<file path="config.mk">
export PLATFORM = sky130hd
export DESIGN_NAME = gpc_port
export DESIGN_NICKNAME = d
export VERILOG_FILES = /design/src/rtl/gpc_pin_cell.v /design/src/rtl/gpc_port.v
export VERILOG_INCLUDE_DIRS = /design/src /design/src/rtl
export SDC_FILE = /design/constraint.sdc
export NUM_CORES = 1
export LEC_CHECK = 0
export ABC_CLOCK_PERIOD_IN_PS = 2500
export BUFFER_PORTS_ARGS = -buffer_cell sky130_fd_sc_hd__buf_2
export CAP_MARGIN = 10
export CORE_ASPECT_RATIO = 1.1
export CORE_MARGIN = 1.5
export CORE_UTILIZATION = 45
export DETAILED_ROUTE_END_ITERATION = 16
export HOLD_SLACK_MARGIN = 0.1
export MAX_ROUTING_LAYER = met4
export PLACE_DENSITY = 0.64
export SLEW_MARGIN = 20
export SYNTH_ARGS = -nofsm -noshare
export SYNTH_HDL_FRONTEND = slang
export SYNTH_SLANG_ARGS = --single-unit
</file>
<file path="constraint.sdc">
create_clock -name sys_clk_in -period 2.5 [get_ports sys_clk_in]
set_clock_uncertainty 0.1 [all_clocks]
set_input_delay 0.375 -clock sys_clk_in [delete_from_list [all_inputs] [get_ports sys_clk_in]]
set_output_delay 0.375 -clock sys_clk_in [all_outputs]
set_load 0.01 [all_outputs]
</file>
<file path="src/rtl/gpc_regs.vh">
`ifndef GPC_REGS_VH
`define GPC_REGS_VH

// ----------------------------------------
// Register byte offsets
// ----------------------------------------
`define GPC_DIR_SET_OFS 8'h00
`define GPC_TRIG_SET_OFS 8'h04
`define GPC_PAD_SET_OFS 8'h08
`define GPC_PIN_INDEX_OFS 8'h0C
`define GPC_DIR_GET_OFS 8'h10
`define GPC_TRIG_GET_OFS 8'h14
`define GPC_PAD_GET_OFS 8'h18
`define GPC_INT_STATUS_OFS 8'h1C
`define GPC_INT_MASK_OFS 8'h20
`define GPC_PIN_LEVEL_OFS 8'h24

// ----------------------------------------
// Field positions
// ----------------------------------------
`define GPC_MASK_LSB 0
`define GPC_DIR_LSB 8
`define GPC_TRIG_LSB 8
`define GPC_DRIVE_LSB 8
`define GPC_PAD_LSB 12
`define GPC_INDEX_LSB 0

// ----------------------------------------
// Direction settings
// ----------------------------------------
`define GPC_DIR_IN 2'h0
`define GPC_DIR_OUT 2'h1
`define GPC_DIR_HW 2'h2

// ----------------------------------------
// Trigger types
// ----------------------------------------
`define GPC_TRIG_FALL 3'h0
`define GPC_TRIG_RISE 3'h1
`define GPC_TRIG_BOTH 3'h2
`define GPC_TRIG_LOW 3'h3
`define GPC_TRIG_HIGH 3'h4

// ----------------------------------------
// Drive settings and pad types
// ----------------------------------------
`define GPC_DRIVE_WEAK 2'h0
`define GPC_DRIVE_MEDIUM 2'h1
`define GPC_DRIVE_STRONG 2'h2
`define GPC_DRIVE_STRONG_SLEW 2'h3
`define GPC_PAD_PP 3'h0
`define GPC_PAD_PP_PU 3'h1
`define GPC_PAD_PP_PD 3'h2
`define GPC_PAD_OD 3'h3
`define GPC_PAD_OD_PU 3'h4
`define GPC_PAD_OD_PD 3'h5
`define GPC_PAD_ANALOG 3'h6

// ----------------------------------------
// Reset values
// ----------------------------------------
`define GPC_DIR_RST 2'h0
`define GPC_TRIG_RST 3'h0
`define GPC_DRIVE_RST 2'h0
`define GPC_PAD_RST 3'h0
`define GPC_MASK_RST 8'h00
`define GPC_INDEX_RST 3'h0

`endif

</file>
<file path="src/rtl/gpc_pin_cell.v">
`timescale 1ns/1ps
`include "gpc_regs.vh"

module gpc_pin_cell (
  input wire sys_clk_in,
  input wire rst_in,
  input wire wr_dir_in,
  input wire [1:0] dir_code_in,
  input wire wr_trig_in,
  input wire [2:0] trig_code_in,
  input wire wr_pad_in,
  input wire [1:0] drive_code_in,
  input wire [2:0] pad_code_in,
  input wire level_in,
  output wire [1:0] dir_out,
  output wire [2:0] trig_out,
  output wire [1:0] drive_out,
  output wire [2:0] pad_out,
  output reg hit_out
);

  reg [1:0] dir_ff;
  reg [2:0] trig_ff;
  reg [1:0] drive_ff;
  reg [2:0] pad_ff;
  reg level_ff;
  reg raw_hit;
  wire digital_on;

  // ----------------------------------------
  // Per-pin settings
  // ----------------------------------------
  // Pad is stored whole even on inputs; only the pulls and the analog type act there
  always @(posedge sys_clk_in) begin
    if (rst_in) begin
      dir_ff <= `GPC_DIR_RST;
      trig_ff <= `GPC_TRIG_RST;
      drive_ff <= `GPC_DRIVE_RST;
      pad_ff <= `GPC_PAD_RST;
    end else begin
      if (wr_dir_in) begin
        dir_ff <= dir_code_in;
      end
      if (wr_trig_in) begin
        trig_ff <= trig_code_in;
      end
      if (wr_pad_in) begin
        drive_ff <= drive_code_in;
        pad_ff <= pad_code_in;
      end
    end
  end

  // Previous level for edge detection; assumes a steady input while
  // the trigger type changes, otherwise a stray edge may be seen
  always @(posedge sys_clk_in) begin
    if (rst_in) begin
      level_ff <= 1'b0;
    end else begin
      level_ff <= level_in;
    end
  end

  assign digital_on = (pad_ff != `GPC_PAD_ANALOG);

  // ----------------------------------------
  // Trigger detector
  // ----------------------------------------
  // Raw hit kept apart so the output is never read back in this process
  always @* begin
    case (trig_ff)
      `GPC_TRIG_FALL: raw_hit = level_ff & ~level_in;
      `GPC_TRIG_RISE: raw_hit = ~level_ff & level_in;
      `GPC_TRIG_BOTH: raw_hit = level_ff ^ level_in;
      `GPC_TRIG_LOW: raw_hit = ~level_in;
      `GPC_TRIG_HIGH: raw_hit = level_in;
      default: raw_hit = 1'b0;
    endcase
    hit_out = raw_hit & digital_on;
  end

  assign dir_out = dir_ff;
  assign trig_out = trig_ff;
  assign drive_out = drive_ff;
  assign pad_out = pad_ff;

endmodule

</file>
<file path="src/rtl/gpc_port.v">
// Added by the designer: the address map and register access over APB.
`timescale 1ns/1ps
`include "gpc_regs.vh"

// What this block does
// - Mask bit n selects pin n only
// - Direction: software input, software output, hardware
// - Direction of one pin reads back, same code
// - Five triggers: fall, rise, both, low, high
// - Trigger of one pin reads back, same code
// - Four drive settings, 2/4/8 mA, 8 slew
// - Seven pad types including analog
// - Input pins store pad fully; pull acts
// - Drive and pad of one pin read back
// - Reset: input, 2 mA, no pull, push-pull
// - At most eight pins, numbered 0-7

module gpc_port #(
  parameter NUM_PINS = 8
) (
  input wire sys_clk_in,
  input wire rst_in,
  input wire psel,
  input wire penable,
  input wire pwrite,
  input wire [7:0] paddr,
  input wire [31:0] pwdata,
  output wire pready,
  output wire pslverr,
  output reg [31:0] prdata,
  input wire [7:0] pin_level_in,
  output wire [7:0] pin_oe_n_out,
  output wire [7:0] hardware_control_mode_out,
  output wire [15:0] drive_setting_out,
  output wire [7:0] open_drain_out,
  output wire [7:0] pullup_out,
  output wire [7:0] pulldown_out,
  output wire [7:0] analog_out,
  output wire irq_out
);

  // ----------------------------------------
  // Declarations
  // ----------------------------------------
  reg [2:0] pin_index_ff;
  reg [7:0] int_status_ff;
  reg [7:0] int_mask_ff;
  reg [7:0] oe_n_ff;
  reg [7:0] hw_ff;
  reg [15:0] drive_ff;
  reg [7:0] od_ff;
  reg [7:0] pu_ff;
  reg [7:0] pd_ff;
  reg [7:0] analog_ff;
  reg [31:0] nxt_prdata;
  reg addr_ok;
  wire [7:0] pin_select_mask;
  wire [1:0] direction_setting;
  wire [2:0] trigger_type;
  wire [1:0] drive_setting;
  wire [2:0] pad_type;
  wire wr_en;
  wire rd_setup;
  wire dir_valid;
  wire trig_valid;
  wire pad_valid;
  wire wr_dir;
  wire wr_trig;
  wire wr_pad;
  wire [7:0] live_mask;
  wire [8:0] pin_span;
  wire [15:0] dir_all;
  wire [23:0] trig_all;
  wire [15:0] drv_all;
  wire [23:0] pad_all;
  wire [7:0] hit_all;
  wire [7:0] clr_bits;
  wire [7:0] digital_level;

  // ----------------------------------------
  // Write data fields
  // ----------------------------------------
  // Each configure write carries its own pin mask, so one transfer
  // updates every selected pin in the same cycle
  assign pin_select_mask = pwdata[`GPC_MASK_LSB +: 8];
  assign direction_setting = pwdata[`GPC_DIR_LSB +: 2];
  assign trigger_type = pwdata[`GPC_TRIG_LSB +: 3];
  assign drive_setting = pwdata[`GPC_DRIVE_LSB +: 2];
  assign pad_type = pwdata[`GPC_PAD_LSB +: 3];

  // Unused codes are refused whole, so no pin holds an undefined mode
  assign dir_valid = (direction_setting == `GPC_DIR_IN) |
                     (direction_setting == `GPC_DIR_OUT) |
                     (direction_setting == `GPC_DIR_HW);
  assign trig_valid = (trigger_type <= `GPC_TRIG_HIGH);
  assign pad_valid = (pad_type <= `GPC_PAD_ANALOG);

  // ----------------------------------------
  // APB slave
  // ----------------------------------------
  // Zero wait states: every access finishes in its first access cycle
  assign pready = 1'b1;
  assign wr_en = psel & penable & pwrite;
  assign rd_setup = psel & ~penable & ~pwrite;

  // Address decode for the error answer
  always @* begin
    case (paddr)
      `GPC_DIR_SET_OFS: addr_ok = 1'b1;
      `GPC_TRIG_SET_OFS: addr_ok = 1'b1;
      `GPC_PAD_SET_OFS: addr_ok = 1'b1;
      `GPC_PIN_INDEX_OFS: addr_ok = 1'b1;
      `GPC_DIR_GET_OFS: addr_ok = 1'b1;
      `GPC_TRIG_GET_OFS: addr_ok = 1'b1;
      `GPC_PAD_GET_OFS: addr_ok = 1'b1;
      `GPC_INT_STATUS_OFS: addr_ok = 1'b1;
      `GPC_INT_MASK_OFS: addr_ok = 1'b1;
      `GPC_PIN_LEVEL_OFS: addr_ok = 1'b1;
      default: addr_ok = 1'b0;
    endcase
  end

  assign pslverr = psel & penable & ~addr_ok;

  // Configure strobes; pins beyond NUM_PINS never get one
  assign pin_span = (9'h100 >> (8 - NUM_PINS)) - 9'h001;
  assign live_mask = pin_select_mask & pin_span[7:0];
  assign wr_dir = wr_en & (paddr == `GPC_DIR_SET_OFS) & dir_valid;
  assign wr_trig = wr_en & (paddr == `GPC_TRIG_SET_OFS) & trig_valid;
  assign wr_pad = wr_en & (paddr == `GPC_PAD_SET_OFS) & pad_valid;

  // ----------------------------------------
  // Pin cells
  // ----------------------------------------
  genvar i;
  generate
    for (i = 0; i < 8; i = i + 1) begin : g_pin
      gpc_pin_cell u_cell (
        .sys_clk_in(sys_clk_in),
        .rst_in(rst_in),
        .wr_dir_in(wr_dir & live_mask[i]),
        .dir_code_in(direction_setting),
        .wr_trig_in(wr_trig & live_mask[i]),
        .trig_code_in(trigger_type),
        .wr_pad_in(wr_pad & live_mask[i]),
        .drive_code_in(drive_setting),
        .pad_code_in(pad_type),
        .level_in(pin_level_in[i]),
        .dir_out(dir_all[2*i +: 2]),
        .trig_out(trig_all[3*i +: 3]),
        .drive_out(drv_all[2*i +: 2]),
        .pad_out(pad_all[3*i +: 3]),
        .hit_out(hit_all[i])
      );
      // Analog pads have the digital input detached
      assign digital_level[i] = pin_level_in[i] &
                                (pad_all[3*i +: 3] != `GPC_PAD_ANALOG);
    end
  endgenerate

  // ----------------------------------------
  // Index and interrupt mask registers
  // ----------------------------------------
  always @(posedge sys_clk_in) begin
    if (rst_in) begin
      pin_index_ff <= `GPC_INDEX_RST;
      int_mask_ff <= `GPC_MASK_RST;
    end else if (wr_en) begin
      if (paddr == `GPC_PIN_INDEX_OFS) begin
        pin_index_ff <= pwdata[`GPC_INDEX_LSB +: 3];
      end
      if (paddr == `GPC_INT_MASK_OFS) begin
        int_mask_ff <= pwdata[7:0];
      end
    end
  end

  // ----------------------------------------
  // Interrupt status, write one to clear
  // ----------------------------------------
  // A trigger in the clearing cycle wins, so no event is dropped
  assign clr_bits = (wr_en & (paddr == `GPC_INT_STATUS_OFS)) ? pwdata[7:0] : 8'h00;

  always @(posedge sys_clk_in) begin
    if (rst_in) begin
      int_status_ff <= 8'h00;
    end else begin
      int_status_ff <= (int_status_ff & ~clr_bits) | (hit_all & live_pins(1'b1));
    end
  end

  // Pins present on this port instance
  function [7:0] live_pins;
    input dummy;
    integer k;
    begin
      live_pins = 8'h00;
      for (k = 0; k < 8; k = k + 1) begin
        if (k < NUM_PINS) begin
          live_pins[k] = dummy;
        end
      end
    end
  endfunction

  assign irq_out = |(int_status_ff & int_mask_ff);

  // ----------------------------------------
  // Read data
  // ----------------------------------------
  // Captured in the setup cycle so prdata comes from a flip-flop
  always @* begin
    nxt_prdata = 32'h0000_0000;
    case (paddr)
      `GPC_PIN_INDEX_OFS: nxt_prdata[2:0] = pin_index_ff;
      `GPC_DIR_GET_OFS: nxt_prdata[1:0] = dir_all[2*pin_index_ff +: 2];
      `GPC_TRIG_GET_OFS: nxt_prdata[2:0] = trig_all[3*pin_index_ff +: 3];
      `GPC_PAD_GET_OFS: begin
        nxt_prdata[`GPC_DRIVE_LSB +: 2] = drv_all[2*pin_index_ff +: 2];
        nxt_prdata[`GPC_PAD_LSB +: 3] = pad_all[3*pin_index_ff +: 3];
      end
      `GPC_INT_STATUS_OFS: nxt_prdata[7:0] = int_status_ff;
      `GPC_INT_MASK_OFS: nxt_prdata[7:0] = int_mask_ff;
      `GPC_PIN_LEVEL_OFS: nxt_prdata[7:0] = digital_level & live_pins(1'b1);
      default: nxt_prdata = 32'h0000_0000;
    endcase
  end

  always @(posedge sys_clk_in) begin
    if (rst_in) begin
      prdata <= 32'h0000_0000;
    end else if (rd_setup) begin
      prdata <= nxt_prdata;
    end
  end

  // ----------------------------------------
  // Pad control outputs
  // ----------------------------------------
  // Output enable acts on software outputs, open drain on software and hardware outputs; pulls act always,
  // which is why an input still honours its stored pull
  integer p;
  always @(posedge sys_clk_in) begin
    if (rst_in) begin
      oe_n_ff <= 8'hFF;
      hw_ff <= 8'h00;
      drive_ff <= 16'h0000;
      od_ff <= 8'h00;
      pu_ff <= 8'h00;
      pd_ff <= 8'h00;
      analog_ff <= 8'h00;
    end else begin
      for (p = 0; p < 8; p = p + 1) begin
        oe_n_ff[p] <= ~((dir_all[2*p +: 2] == `GPC_DIR_OUT) &
                        (pad_all[3*p +: 3] != `GPC_PAD_ANALOG));
        hw_ff[p] <= (dir_all[2*p +: 2] == `GPC_DIR_HW);
        drive_ff[2*p +: 2] <= drv_all[2*p +: 2];
        od_ff[p] <= (dir_all[2*p +: 2] != `GPC_DIR_IN) &
                    (pad_all[3*p +: 3] >= `GPC_PAD_OD) &
                    (pad_all[3*p +: 3] <= `GPC_PAD_OD_PD);
        pu_ff[p] <= (pad_all[3*p +: 3] == `GPC_PAD_PP_PU) |
                    (pad_all[3*p +: 3] == `GPC_PAD_OD_PU);
        pd_ff[p] <= (pad_all[3*p +: 3] == `GPC_PAD_PP_PD) |
                    (pad_all[3*p +: 3] == `GPC_PAD_OD_PD);
        analog_ff[p] <= (pad_all[3*p +: 3] == `GPC_PAD_ANALOG);
      end
    end
  end

  assign pin_oe_n_out = oe_n_ff;
  assign hardware_control_mode_out = hw_ff;
  assign drive_setting_out = drive_ff;
  assign open_drain_out = od_ff;
  assign pullup_out = pu_ff;
  assign pulldown_out = pd_ff;
  assign analog_out = analog_ff;

endmodule

</file>
==> flow_metrics.py, run 1 <==
metrics = {
    "clocking": {
        "cts_tree": "yes",
        "cts_hold_buf": 0,
        "clock_latency_ns": 0.44,
        "clockRootBuffer": "clkbuf_16",
        "clkSinkCount": 184,
        "cts_made_buffers": 17,
        "post_cts_buffers": 0,
        "path_clk_slew_ns": 0.07,
        "cts_max_level": 4,
        "cts_resized": 0,
        "clockBufferDepth": 2,
    },
    "critical_path": {
        "path_class": "flop to flop",
        "r2r_cells": 4,
        "critPathLaunchType": "flop",
        "end_kind": "flop",
        "crit_slowest_cell": "dfxtp_1",
        "r2r_end": "prdata[8]",
        "r2r_setup_slack_ns": 0.58,
        "cpPeakStageDelay_ns": 0.55,
        "worstPathArrival_ns": 2.13,
        "crit_required_ns": 2.71,
        "cp-startpoint": "pin_index_ff[1]",
        "cp_cell_sequence": "buf_4 > mux4_2 > mux2i_1 > o21ai_0",
        "rr_startpoint": "pin_index_ff[1]",
        "critPathCapture": "prdata[8]",
        "cp_max_fo": 12,
    },
    "detailed_routing": {
        "first_iter_violations": 652,
        "drtPass1Iterations": 5,
        "avgRoutedWirePerCell_um": 17.6,
        "routed_wl_mm": 22.6,
        "viasPerCell": 5.46,
        "drc": 0,
        "via_count": 6993,
        "ant_nets": 0,
    },
    "pwr": {
        "internal_power_uw": 4430,
        "p_seq_frac": 0.507,
        "clockPowerShare": 0.444,
        "ir_worst_vdd_mv": 0.501,
        "switching_share": 0.240,
        "p_switching_uw": 1400,
        "power_per_cell_area_mw_per_mm2": 613,
        "power_leakage_uw": 0.00352,
        "p_comb_frac": 0.049,
    },
    "sta": {
        "max-slew-margin-rel": 0.296,
        "fin_crit_ns": 1.92,
        "slew_viol_final": 0,
        "setup_ws_ns": 0.581,
        "rsz0062_at_grt": "no",
        "finalSetupViolCount": 0,
        "hold_viol": 0,
        "finalCritPeriodShare": 0.767,
        "fmax_mhz": 521,
        "worstMarginPinSlew_ns": 1.05,
        "fin_tns_setup_ns": 0,
        "holdWs_ns": 0.117,
    },
    "die": {
        "start_util": 0.463,
        "dieArea_mm2": 0.0191,
        "coreArea_mm2": 0.0178,
        "die_w_um": 132,
        "boundaryPins": 152,
        "die_h_um": 145,
        "rows": 51,
    },
    "run_status": {
        "status": "finished clean",
    },
    "grt": {
        "grt_max_degree": 86,
        "grtUsageTotal": 0.246,
        "grt_pass1_wl_mm": 35.1,
        "antenna_found_initial": 1,
        "gr-total-overflow": 0,
        "grt_pass1_vias": 6333,
    },
    "placed_design": {
        "dp_hpwl_mm": 15.8,
        "dp_slack_ns": 0.169,
        "gp_congestion": 0.889,
        "placed_cell_area_mm2": 0.00895,
        "port_buffers": 113,
    },
    "yosys": {
        "syn-mean-instance-area_um2": 8.79,
        "netlist_area_mm2": 0.00824,
        "syn_inst": 937,
        "synth-main-ff-cell": "dfxtp_1",
        "synth_seq_area_share": 0.447,
        "synth-edff-count": 0,
        "ys_types": 51,
        "yosys_warnings": 0,
        "ys_ff_latch": 184,
        "async_reset_ff_frac": 0,
    },
    "run": {
        "drv_cap": 0,
    },
    "cells_and_area": {
        "utilization": 0.534,
        "n_fill_cell": 1681,
        "final_common_cell": "dfxtp_1",
        "ff_latch_area_mm2": 0.00368,
        "areaGrowthSynthToFinish_pct": 15.5,
        "drive_above_1_share": 0.207,
        "design_area_mm2": 0.00951,
        "nNetsFinal": 1098,
        "final_cell_mix": "dfxtp_1, nand2_1, buf_2",
        "multi_input_area_mm2": 0.00406,
    },
    "min_path": {
        "worstHoldPathType": "input port to flop",
    },
}
layer usage:
metal / GRT usage / routed length [um] / vias up
li1: - / - / 3398
met1: 0.317 / 9890 / 3322
met2: 0.402 / 10900 / 235
met3: 0.0310 / 1330 / 38
met4: 0.0895 / 451 / 0
met5: - / 0 / -
cell families after synthesis:
family | after synthesis | share of synthesized area
AO/OA/AOI/OAI | 158 | 0.113
XOR/XNOR | 9 | 0.00957
adder cells (fa/ha/maj) | 16 | 0.0243
buffers and inverters | 114 | 0.0697
flip-flops | 184 | 0.447
multiplexers | 50 | 0.0986
other | 2 | 0.000912
AND/OR/NAND/NOR | 404 | 0.236
through the flow:
stage,total power [uW],instances
after CTS,5870,1280
after floorplan,3220,955
after global placement,3300,1248
after global routing,6030,1281
final,5830,1281
after detailed placement,3310,1248
registers in the layout, summed over array words and instances, names as in the netlist:
register,cells
pin_oe_n_out,8
analog_out,8
g_pin.u_cell.trig_out,24
int_mask_ff,8
g_pin.u_cell.level_ff,8
g_pin.u_cell.drive_out,16
pullup_out,8
drive_setting_out,16
hardware_control_mode_out,8
g_pin.u_cell.dir_out,16
open_drain_out,8
pin_index_ff,3
prdata,13
g_pin.u_cell.pad_out,24
int_status_ff,8
pulldown_out,8
Yosys cell counts, types with 2 or more instances:
master / number / area [um^2]
a22o_1: 5 / 43.8
a32oi_1: 8 / 70.1
dfxtp_1: 184 / 3680
a21oi_1: 99 / 495
mux2_2: 9 / 101
buf_4: 24 / 180
nand3b_1: 10 / 75.1
inv_1: 29 / 109
buf_2: 9 / 45.0
conb_1: 2 / 7.51
nor3_1: 21 / 105
or3_1: 2 / 12.5
o21ai_0: 18 / 90.1
mux4_2: 24 / 541
buf_6: 6 / 67.6
nand4_1: 2 / 12.5
a22oi_1: 9 / 67.6
a211oi_1: 2 / 15.0
buf_1: 3 / 11.3
o32ai_1: 7 / 61.3
nand3_1: 91 / 455
nor2b_1: 33 / 206
nor3b_1: 9 / 67.6
nand2b_1: 2 / 12.5
xnor2_1: 9 / 78.8
nand2_1: 155 / 582
or3b_2: 2 / 17.5
o22ai_1: 5 / 31.3
clkbuf_1: 43 / 161
nor4b_1: 5 / 43.8
nor2_1: 58 / 218
ha_1: 16 / 200
nor3_2: 2 / 20.0
mux2i_1: 17 / 170
worst min-delay path by stage:
| stage | start | endpoint | slack (ns) | cells after the start |
|---|---|---|---|---|
| after CTS | rst_in | prdata[2] | 0.11 | 2 |
| final | rst_in | prdata[2] | 0.12 | 2 |
| after global placement | g_pin[5].u_cell.dir_out[0] | pin_oe_n_out[5] | 0.33 | 1 |
| after floorplan | g_pin[5].u_cell.dir_out[0] | pin_oe_n_out[5] | 0.30 | 1 |
| after detailed placement | g_pin[4].u_cell.dir_out[0] | pin_oe_n_out[4] | 0.33 | 1 |
| after global routing | rst_in | prdata[0] | 0.12 | 2 |
power groups by stage:
stage / Sequential [uW] / Clock (uW) / Combinational (uW)
6_report: 2960 / 2590 / 288
5_1_grt: 2950 / 2760 / 315
4_1_cts: 2950 / 2630 / 285
3_5_place_dp: 3020 / 0 / 284
3_3_place_gp: 3020 / 0 / 280
2_1_floorplan: 3020 / 0 / 198
area by class of cell:
cell class                 instances  share of cell area
tap                              238              0.0313
clock buffer                      19              0.0466
inverter                          29              0.0114
sequential                       184               0.387
clock inverter                    13              0.0126
multi-input combinational        657               0.427
timing repair buffer             140              0.0837
antenna                            1            0.000263
critical path: cells and delay by family, from the launching register on:
family,cells,cell delay (ns)
multiplexers,2,0.71
AO/OA/AOI/OAI,1,0.10
buffers and inverters,1,0.33
flip-flops,1,0.55
Note: power is estimated with default switching activity, not from simulation.
==> run 2, diff against run 1 <==
--- a/config.mk
+++ b/config.mk
@@ -6,7 +6,8 @@
 export SDC_FILE = /design/constraint.sdc
 export NUM_CORES = 1
 export LEC_CHECK = 0
-export ABC_CLOCK_PERIOD_IN_PS = 2500
+export ABC_AREA = 1
+export ABC_CLOCK_PERIOD_IN_PS = 1900
 export BUFFER_PORTS_ARGS = -buffer_cell sky130_fd_sc_hd__buf_2
 export CAP_MARGIN = 10
 export CORE_ASPECT_RATIO = 1.1
==> constraint.sdc (replaced) <==
create_clock -name sys_clk_in -period 1.9 [get_ports sys_clk_in]
set_clock_uncertainty 0.1 [all_clocks]
set_input_delay 0.285 -clock sys_clk_in [delete_from_list [all_inputs] [get_ports sys_clk_in]]
set_output_delay 0.285 -clock sys_clk_in [all_outputs]
set_load 0.01 [all_outputs]
==> flow_metrics.py, run 2 <==
metrics = {
    "run_status": {
        "status": "finished clean",
    },
    "yosys": {
        "synth-compound-area-share": 0.179,
        "synth_seq_area_share": 0.453,
        "synthAdderAreaFrac": 0.0246,
        "netlist_area_mm2": 0.00813,
        "syn_inst": 1124,
        "synth_xor_area_frac": 0,
        "yosys.area_share.simple": 0.237,
        "synth-edff-count": 0,
        "synth-main-ff-cell": "dfxtp_1",
        "synth_top_family_by_area": "simple AND/OR/NAND/NOR gates",
        "yosys_warnings": 0,
        "synthTopCellsByArea": "dfxtp_1, nand2_1, a21oi_1, inv_1, nor2_1",
        "async_reset_ff_frac": 0,
        "synth_most_common_cell": "nand2_1",
        "synth_top_cell_by_area": "dfxtp_1",
        "synth_common_cells": "nand2_1, dfxtp_1, inv_1",
        "ys_types": 33,
        "synthMuxAreaShare": 0,
        "ys_ff_latch": 184,
        "syn-mean-instance-area_um2": 7.23,
        "yosysTopAreaCellShare": 0.453,
    },
    "placed_design": {
        "dp_hpwl_mm": 16.9,
        "dp_slack_ns": -0.0578,
        "placed_cells": 1471,
        "gp_congestion": 0.930,
        "port_buffers": 113,
        "placed_cell_area_mm2": 0.00909,
    },
    "sta": {
        "finalCritPeriodShare": 0.974,
        "finalSetupViolCount": 0,
        "hold_viol": 0,
        "fmax_mhz": 540,
        "fin_tns_setup_ns": 0,
        "setup_ws_ns": 0.0494,
        "fin_crit_ns": 1.85,
        "rsz0062_at_grt": "yes",
        "slew_viol_final": 0,
    },
    "cells_and_area": {
        "drive_above_1_share": 0.164,
        "n_fill_cell": 1773,
        "ff_latch_area_mm2": 0.00368,
        "final_common_cell": "nand2_1",
        "areaGrowthSynthToFinish_pct": 21.0,
        "final_cells": 1514,
        "multi_input_area_mm2": 0.00369,
        "antenna_cells": 0,
        "final_cell_mix": "nand2_1, dfxtp_1, inv_1",
        "design_area_mm2": 0.00983,
        "nNetsFinal": 1333,
    },
    "grt": {
        "grt_max_degree": 101,
        "grt_pass1_vias": 7004,
        "grtUsageTotal": 0.256,
        "grt_pass1_wl_mm": 36.2,
        "gr-total-overflow": 0,
        "antenna_found_initial": 0,
    },
    "clocking": {
        "clockBufferDepth": 2,
        "path_clk_slew_ns": 0.07,
        "clockRootBuffer": "clkbuf_16",
        "clkSinkCount": 184,
        "post_cts_buffers": 0,
        "cts_tree": "yes",
        "clock_latency_ns": 0.44,
        "cts_max_level": 4,
        "cts_made_buffers": 17,
    },
    "die": {
        "boundaryPins": 152,
        "start_util": 0.460,
        "rows": 51,
        "die_h_um": 144,
        "dieArea_mm2": 0.0189,
        "die_w_um": 131,
        "coreArea_mm2": 0.0177,
    },
    "critical_path": {
        "worstPathArrival_ns": 1.47,
        "end_kind": "output port",
        "rr_startpoint": "pin_index_ff[0]",
        "path_class": "flop to output port",
        "critPathLaunchType": "flop",
        "cp_max_fo": 3,
        "cp-startpoint": "int_status_ff[6]",
        "r2r_setup_slack_ns": 0.26,
        "crit_required_ns": 1.51,
        "r2r_cells": 8,
    },
    "detailed_routing": {
        "avgRoutedWirePerCell_um": 15.5,
        "drc": 0,
        "ant_nets": 0,
        "viasPerCell": 5.18,
        "drtPass1Iterations": 5,
        "first_iter_violations": 578,
        "routed_wl_mm": 23.4,
        "via_count": 7843,
    },
    "min_path": {
        "worstHoldPathType": "input port to flop",
        "min_from": "pwdata[5]",
        "min_path_cells": 3,
    },
    "pwr": {
        "power_per_cell_area_mw_per_mm2": 797,
        "power_uw": 7830,
        "ir_worst_vdd_mv": 0.647,
        "power_leakage_uw": 0.00437,
    },
    "run": {
        "drv_cap": 0,
    },
}
[run 2: cells by family after synthesis]
logic type      Yosys count
buf+inv                 203
fa+ha+maj                16
simple gates            457
flops                   184
compound gates          262
other cells               2
[run 2: layout make-up]
class	instances	share of cell area
Timing Repair Buffer	167	0.107
Sequential cell	184	0.375
Clock buffer	20	0.0475
Tap cell	238	0.0303
Multi-Input combinational cell	755	0.375
Clock inverter	11	0.0123
Inverter	139	0.0531
[run 2: repair_timing]
action	4_1_cts	5_1_grt
resized for setup	2	5
hold endpoints to repair	12	0
hold buffers	12	0
setup endpoints to repair	2	2
[run 2: worst paths after layout]
check | end
hold / removal | g_pin[5].u_cell.trig_out[2]
setup reg to reg | prdata[0]
setup / recovery | irq_out
hold reg to reg | pin_oe_n_out[3]
[run 2: per-stage QoR]
stage	hold WS, ns	utilization
finish	0.126	0.556
floorplan	0.298	-
global placement	0.312	0.514
detailed placement	0.324	0.514
global route	0.134	0.556
CTS	0.112	0.555
[run 2: worst max-delay path, stage by stage, from the launching register on]
cell and delay (ns):
dfxtp_1 0.33, a22o_1 0.26, a221oi_2 0.19, nand2_1 0.09
buf_2 0.15
[run 2: power by group]
part / switching [uW] / internal, uW
clock network: 1530 / 2040
registers: 15.0 / 3880
logic: 259 / 121
total: 1800 / 6030
[run 2: layer usage]
metal | GRT usage | vias up | routed length [um]
met4 | 0.120 | 0 | 768
met1 | 0.307 | 3608 | 10200
met5 | - | - | 0
met2 | 0.427 | 256 | 11400
li1 | - | 3928 | -
met3 | 0.0374 | 51 | 1100
==> run 3, diff against run 2 <==
--- a/config.mk
+++ b/config.mk
@@ -7,16 +7,16 @@
 export NUM_CORES = 1
 export LEC_CHECK = 0
 export ABC_AREA = 1
-export ABC_CLOCK_PERIOD_IN_PS = 1900
+export ABC_CLOCK_PERIOD_IN_PS = 1750
 export BUFFER_PORTS_ARGS = -buffer_cell sky130_fd_sc_hd__buf_2
 export CAP_MARGIN = 10
 export CORE_ASPECT_RATIO = 1.1
 export CORE_MARGIN = 1.5
-export CORE_UTILIZATION = 45
+export CORE_UTILIZATION = 56
 export DETAILED_ROUTE_END_ITERATION = 16
 export HOLD_SLACK_MARGIN = 0.1
 export MAX_ROUTING_LAYER = met4
-export PLACE_DENSITY = 0.64
+export PLACE_DENSITY = 0.77
 export SLEW_MARGIN = 20
 export SYNTH_ARGS = -nofsm -noshare
 export SYNTH_HDL_FRONTEND = slang
==> constraint.sdc (replaced) <==
create_clock -name sys_clk_in -period 1.75 [get_ports sys_clk_in]
set_clock_uncertainty 0.1 [all_clocks]
set_input_delay 0.2625 -clock sys_clk_in [delete_from_list [all_inputs] [get_ports sys_clk_in]]
set_output_delay 0.2625 -clock sys_clk_in [all_outputs]
set_load 0.01 [all_outputs]
==> flow_metrics.py, run 3 (synthesized netlist as in run 2, its figures left out) <==
metrics = {
    "pwr": {
        "switching_share": 0.230,
        "p_seq_frac": 0.492,
        "power_per_cell_area_mw_per_mm2": 867,
        "clockPowerShare": 0.457,
        "power_leakage_uw": 0.00443,
        "p_comb_frac": 0.051,
        "internal_power_uw": 6610,
        "p_switching_uw": 1970,
        "ir_worst_vdd_mv": 0.628,
    },
    "placed_design": {
        "dp_hpwl_mm": 16.8,
        "gp_congestion": 0.933,
        "port_buffers": 113,
        "placed_cells": 1432,
        "dp_slack_ns": -0.214,
    },
    "min_path": {
        "min_from": "pwdata[7]",
        "min_path_cells": 3,
        "worstHoldPathType": "input port to flop",
        "hold_end": "int_mask_ff[7]",
    },
    "critical_path": {
        "cp_max_fo": 2,
        "cp_cell_sequence": "a22o_1 > a221oi_2 > nand2_1 > buf_2",
        "worstPathArrival_ns": 1.45,
        "crit_required_ns": 1.39,
        "r2r_cells": 9,
        "path_class": "flop to output port",
        "r2r_end": "prdata[1]",
        "rr_startpoint": "pin_index_ff[0]",
        "end_kind": "output port",
        "critPathLaunchType": "flop",
        "r2r_setup_slack_ns": 0.17,
        "crit_slowest_cell": "dfxtp_2",
        "cpPeakStageDelay_ns": 0.32,
    },
    "cells_and_area": {
        "final_common_cell": "nand2_1",
        "final_cells": 1481,
        "drive_above_1_share": 0.173,
        "nNetsFinal": 1345,
        "antenna_cells": 0,
        "areaGrowthSynthToFinish_pct": 21.8,
        "final_cell_mix": "nand2_1, dfxtp_1, nor2_1",
    },
    "die": {
        "boundaryPins": 152,
        "start_util": 0.569,
        "dieArea_mm2": 0.0152,
        "die_w_um": 118,
        "rows": 46,
        "coreArea_mm2": 0.0143,
        "die_h_um": 129,
    },
    "sta": {
        "slew_viol_final": 0,
        "hold_viol": 0,
        "fmax_mhz": 550,
        "finalSetupViolCount": 2,
        "finalCritPeriodShare": 1.04,
        "rsz0062_at_grt": "yes",
        "fin_crit_ns": 1.82,
        "setup_ws_ns": -0.0675,
    },
    "detailed_routing": {
        "viasPerCell": 5.52,
        "drc": 0,
        "routed_wl_mm": 23.4,
        "ant_nets": 0,
        "first_iter_violations": 822,
        "via_count": 8173,
        "drtPass1Iterations": 9,
        "avgRoutedWirePerCell_um": 15.8,
    },
    "grt": {
        "grtUsageTotal": 0.313,
        "antenna_found_initial": 0,
        "grt_pass1_wl_mm": 36.4,
        "grt_max_degree": 74,
        "grt_pass1_vias": 7364,
        "gr-total-overflow": 0,
    },
    "clocking": {
        "clock_latency_ns": 0.43,
        "cts_max_level": 4,
        "clockRootBuffer": "clkbuf_16",
        "cts_made_buffers": 17,
        "cts_tree": "yes",
        "clkSinkCount": 184,
        "path_clk_slew_ns": 0.07,
        "clockBufferDepth": 2,
    },
    "run_status": {
        "status": "finished, violations left",
        "failed_checks": "negative setup slack",
    },
    "run": {
        "drv_cap": 0,
    },
}
==> run 3: cell count changes in the layout (fill, tap and decap cells not counted), sizes merged <==
cell / change
buf: +9
inv: +3
clkbuf: +2
clkinvlp: -1
clkinv: -3
dlygate4sd3: +3
==> run 3: through the flow <==
stage	utilization	TNS (ns)	area, um^2	hold slack [ns]	total power, uW
final	0.693	-0.120	9900	0.123	8580
after global routing	0.693	-0.284	9900	0.115	8840
after CTS	0.691	-0.121	9870	0.100	8600
after detailed placement	0.637	-1.60	9090	0.313	4700
after global placement	0.637	-1.09	9090	0.314	4700
after floorplan	-	0	8190	0.291	4560
==> run 3: how the worst max path moves through the flow <==
| stage | from | endpoint | slack [ns] | cells after the start |
|---|---|---|---|---|
| 2_1_floorplan | paddr[0] | pslverr | 0.06 | 7 |
| 3_3_place_gp | paddr[0] | pslverr | -0.19 | 9 |
| 3_5_place_dp | paddr[0] | pslverr | -0.21 | 9 |
| 4_1_cts | int_mask_ff[6] | irq_out | -0.07 | 4 |
| 5_1_grt | paddr[1] | pslverr | -0.18 | 9 |
| 6_report | int_mask_ff[6] | irq_out | -0.07 | 4 |
==> run 3: worst max-delay path: cells and delay by family (launching register included) <==
kind	cells	cell delay, ns
compound gates	2	0.45
flops	1	0.32
buf+inv	1	0.15
simple gates	1	0.11
==> run 3: cell type report <==
| class | instances | area, um^2 |
|---|---|---|
| clock buffer | 22 | 474 |
| tap | 192 | 240 |
| clock inverter | 10 | 131 |
| timing repair buffer | 179 | 1160 |
| inverter | 139 | 522 |
| fill | 1253 | 4380 |
| sequential | 184 | 3690 |
| multi-input combinational | 755 | 3690 |
==> run 3: what timing repair did <==
| item | 4_1_cts | 5_1_grt |
|---|---|---|
| hold endpoints to repair | 36 | 0 |
| gates resized for setup | 4 | 15 |
| hold buffers | 15 | 0 |
| setup buffers | 1 | 1 |
| pin swaps | 1 | 5 |
| endpoints found under the setup margin | 2 | 7 |
==> run 3: layer usage <==
| metal | GRT usage | vias to the layer above | wire [um] |
|---|---|---|---|
| met4 | 0.154 | 0 | 1020 |
| met1 | 0.370 | 3782 | 9470 |
| met3 | 0.0475 | 79 | 1490 |
| li1 | - | 3959 | - |
| met5 | - | - | 0 |
| met2 | 0.525 | 353 | 11500 |
==> run 3: power groups by stage <==
| stage | Combinational (uW) | Clock, uW | Sequential [uW] |
|---|---|---|---|
| floorplan | 244 | 0 | 4310 |
| global placement | 379 | 0 | 4320 |
| detailed placement | 386 | 0 | 4320 |
| CTS | 418 | 3960 | 4220 |
| global route | 479 | 4140 | 4220 |
| finish | 438 | 3920 | 4220 |
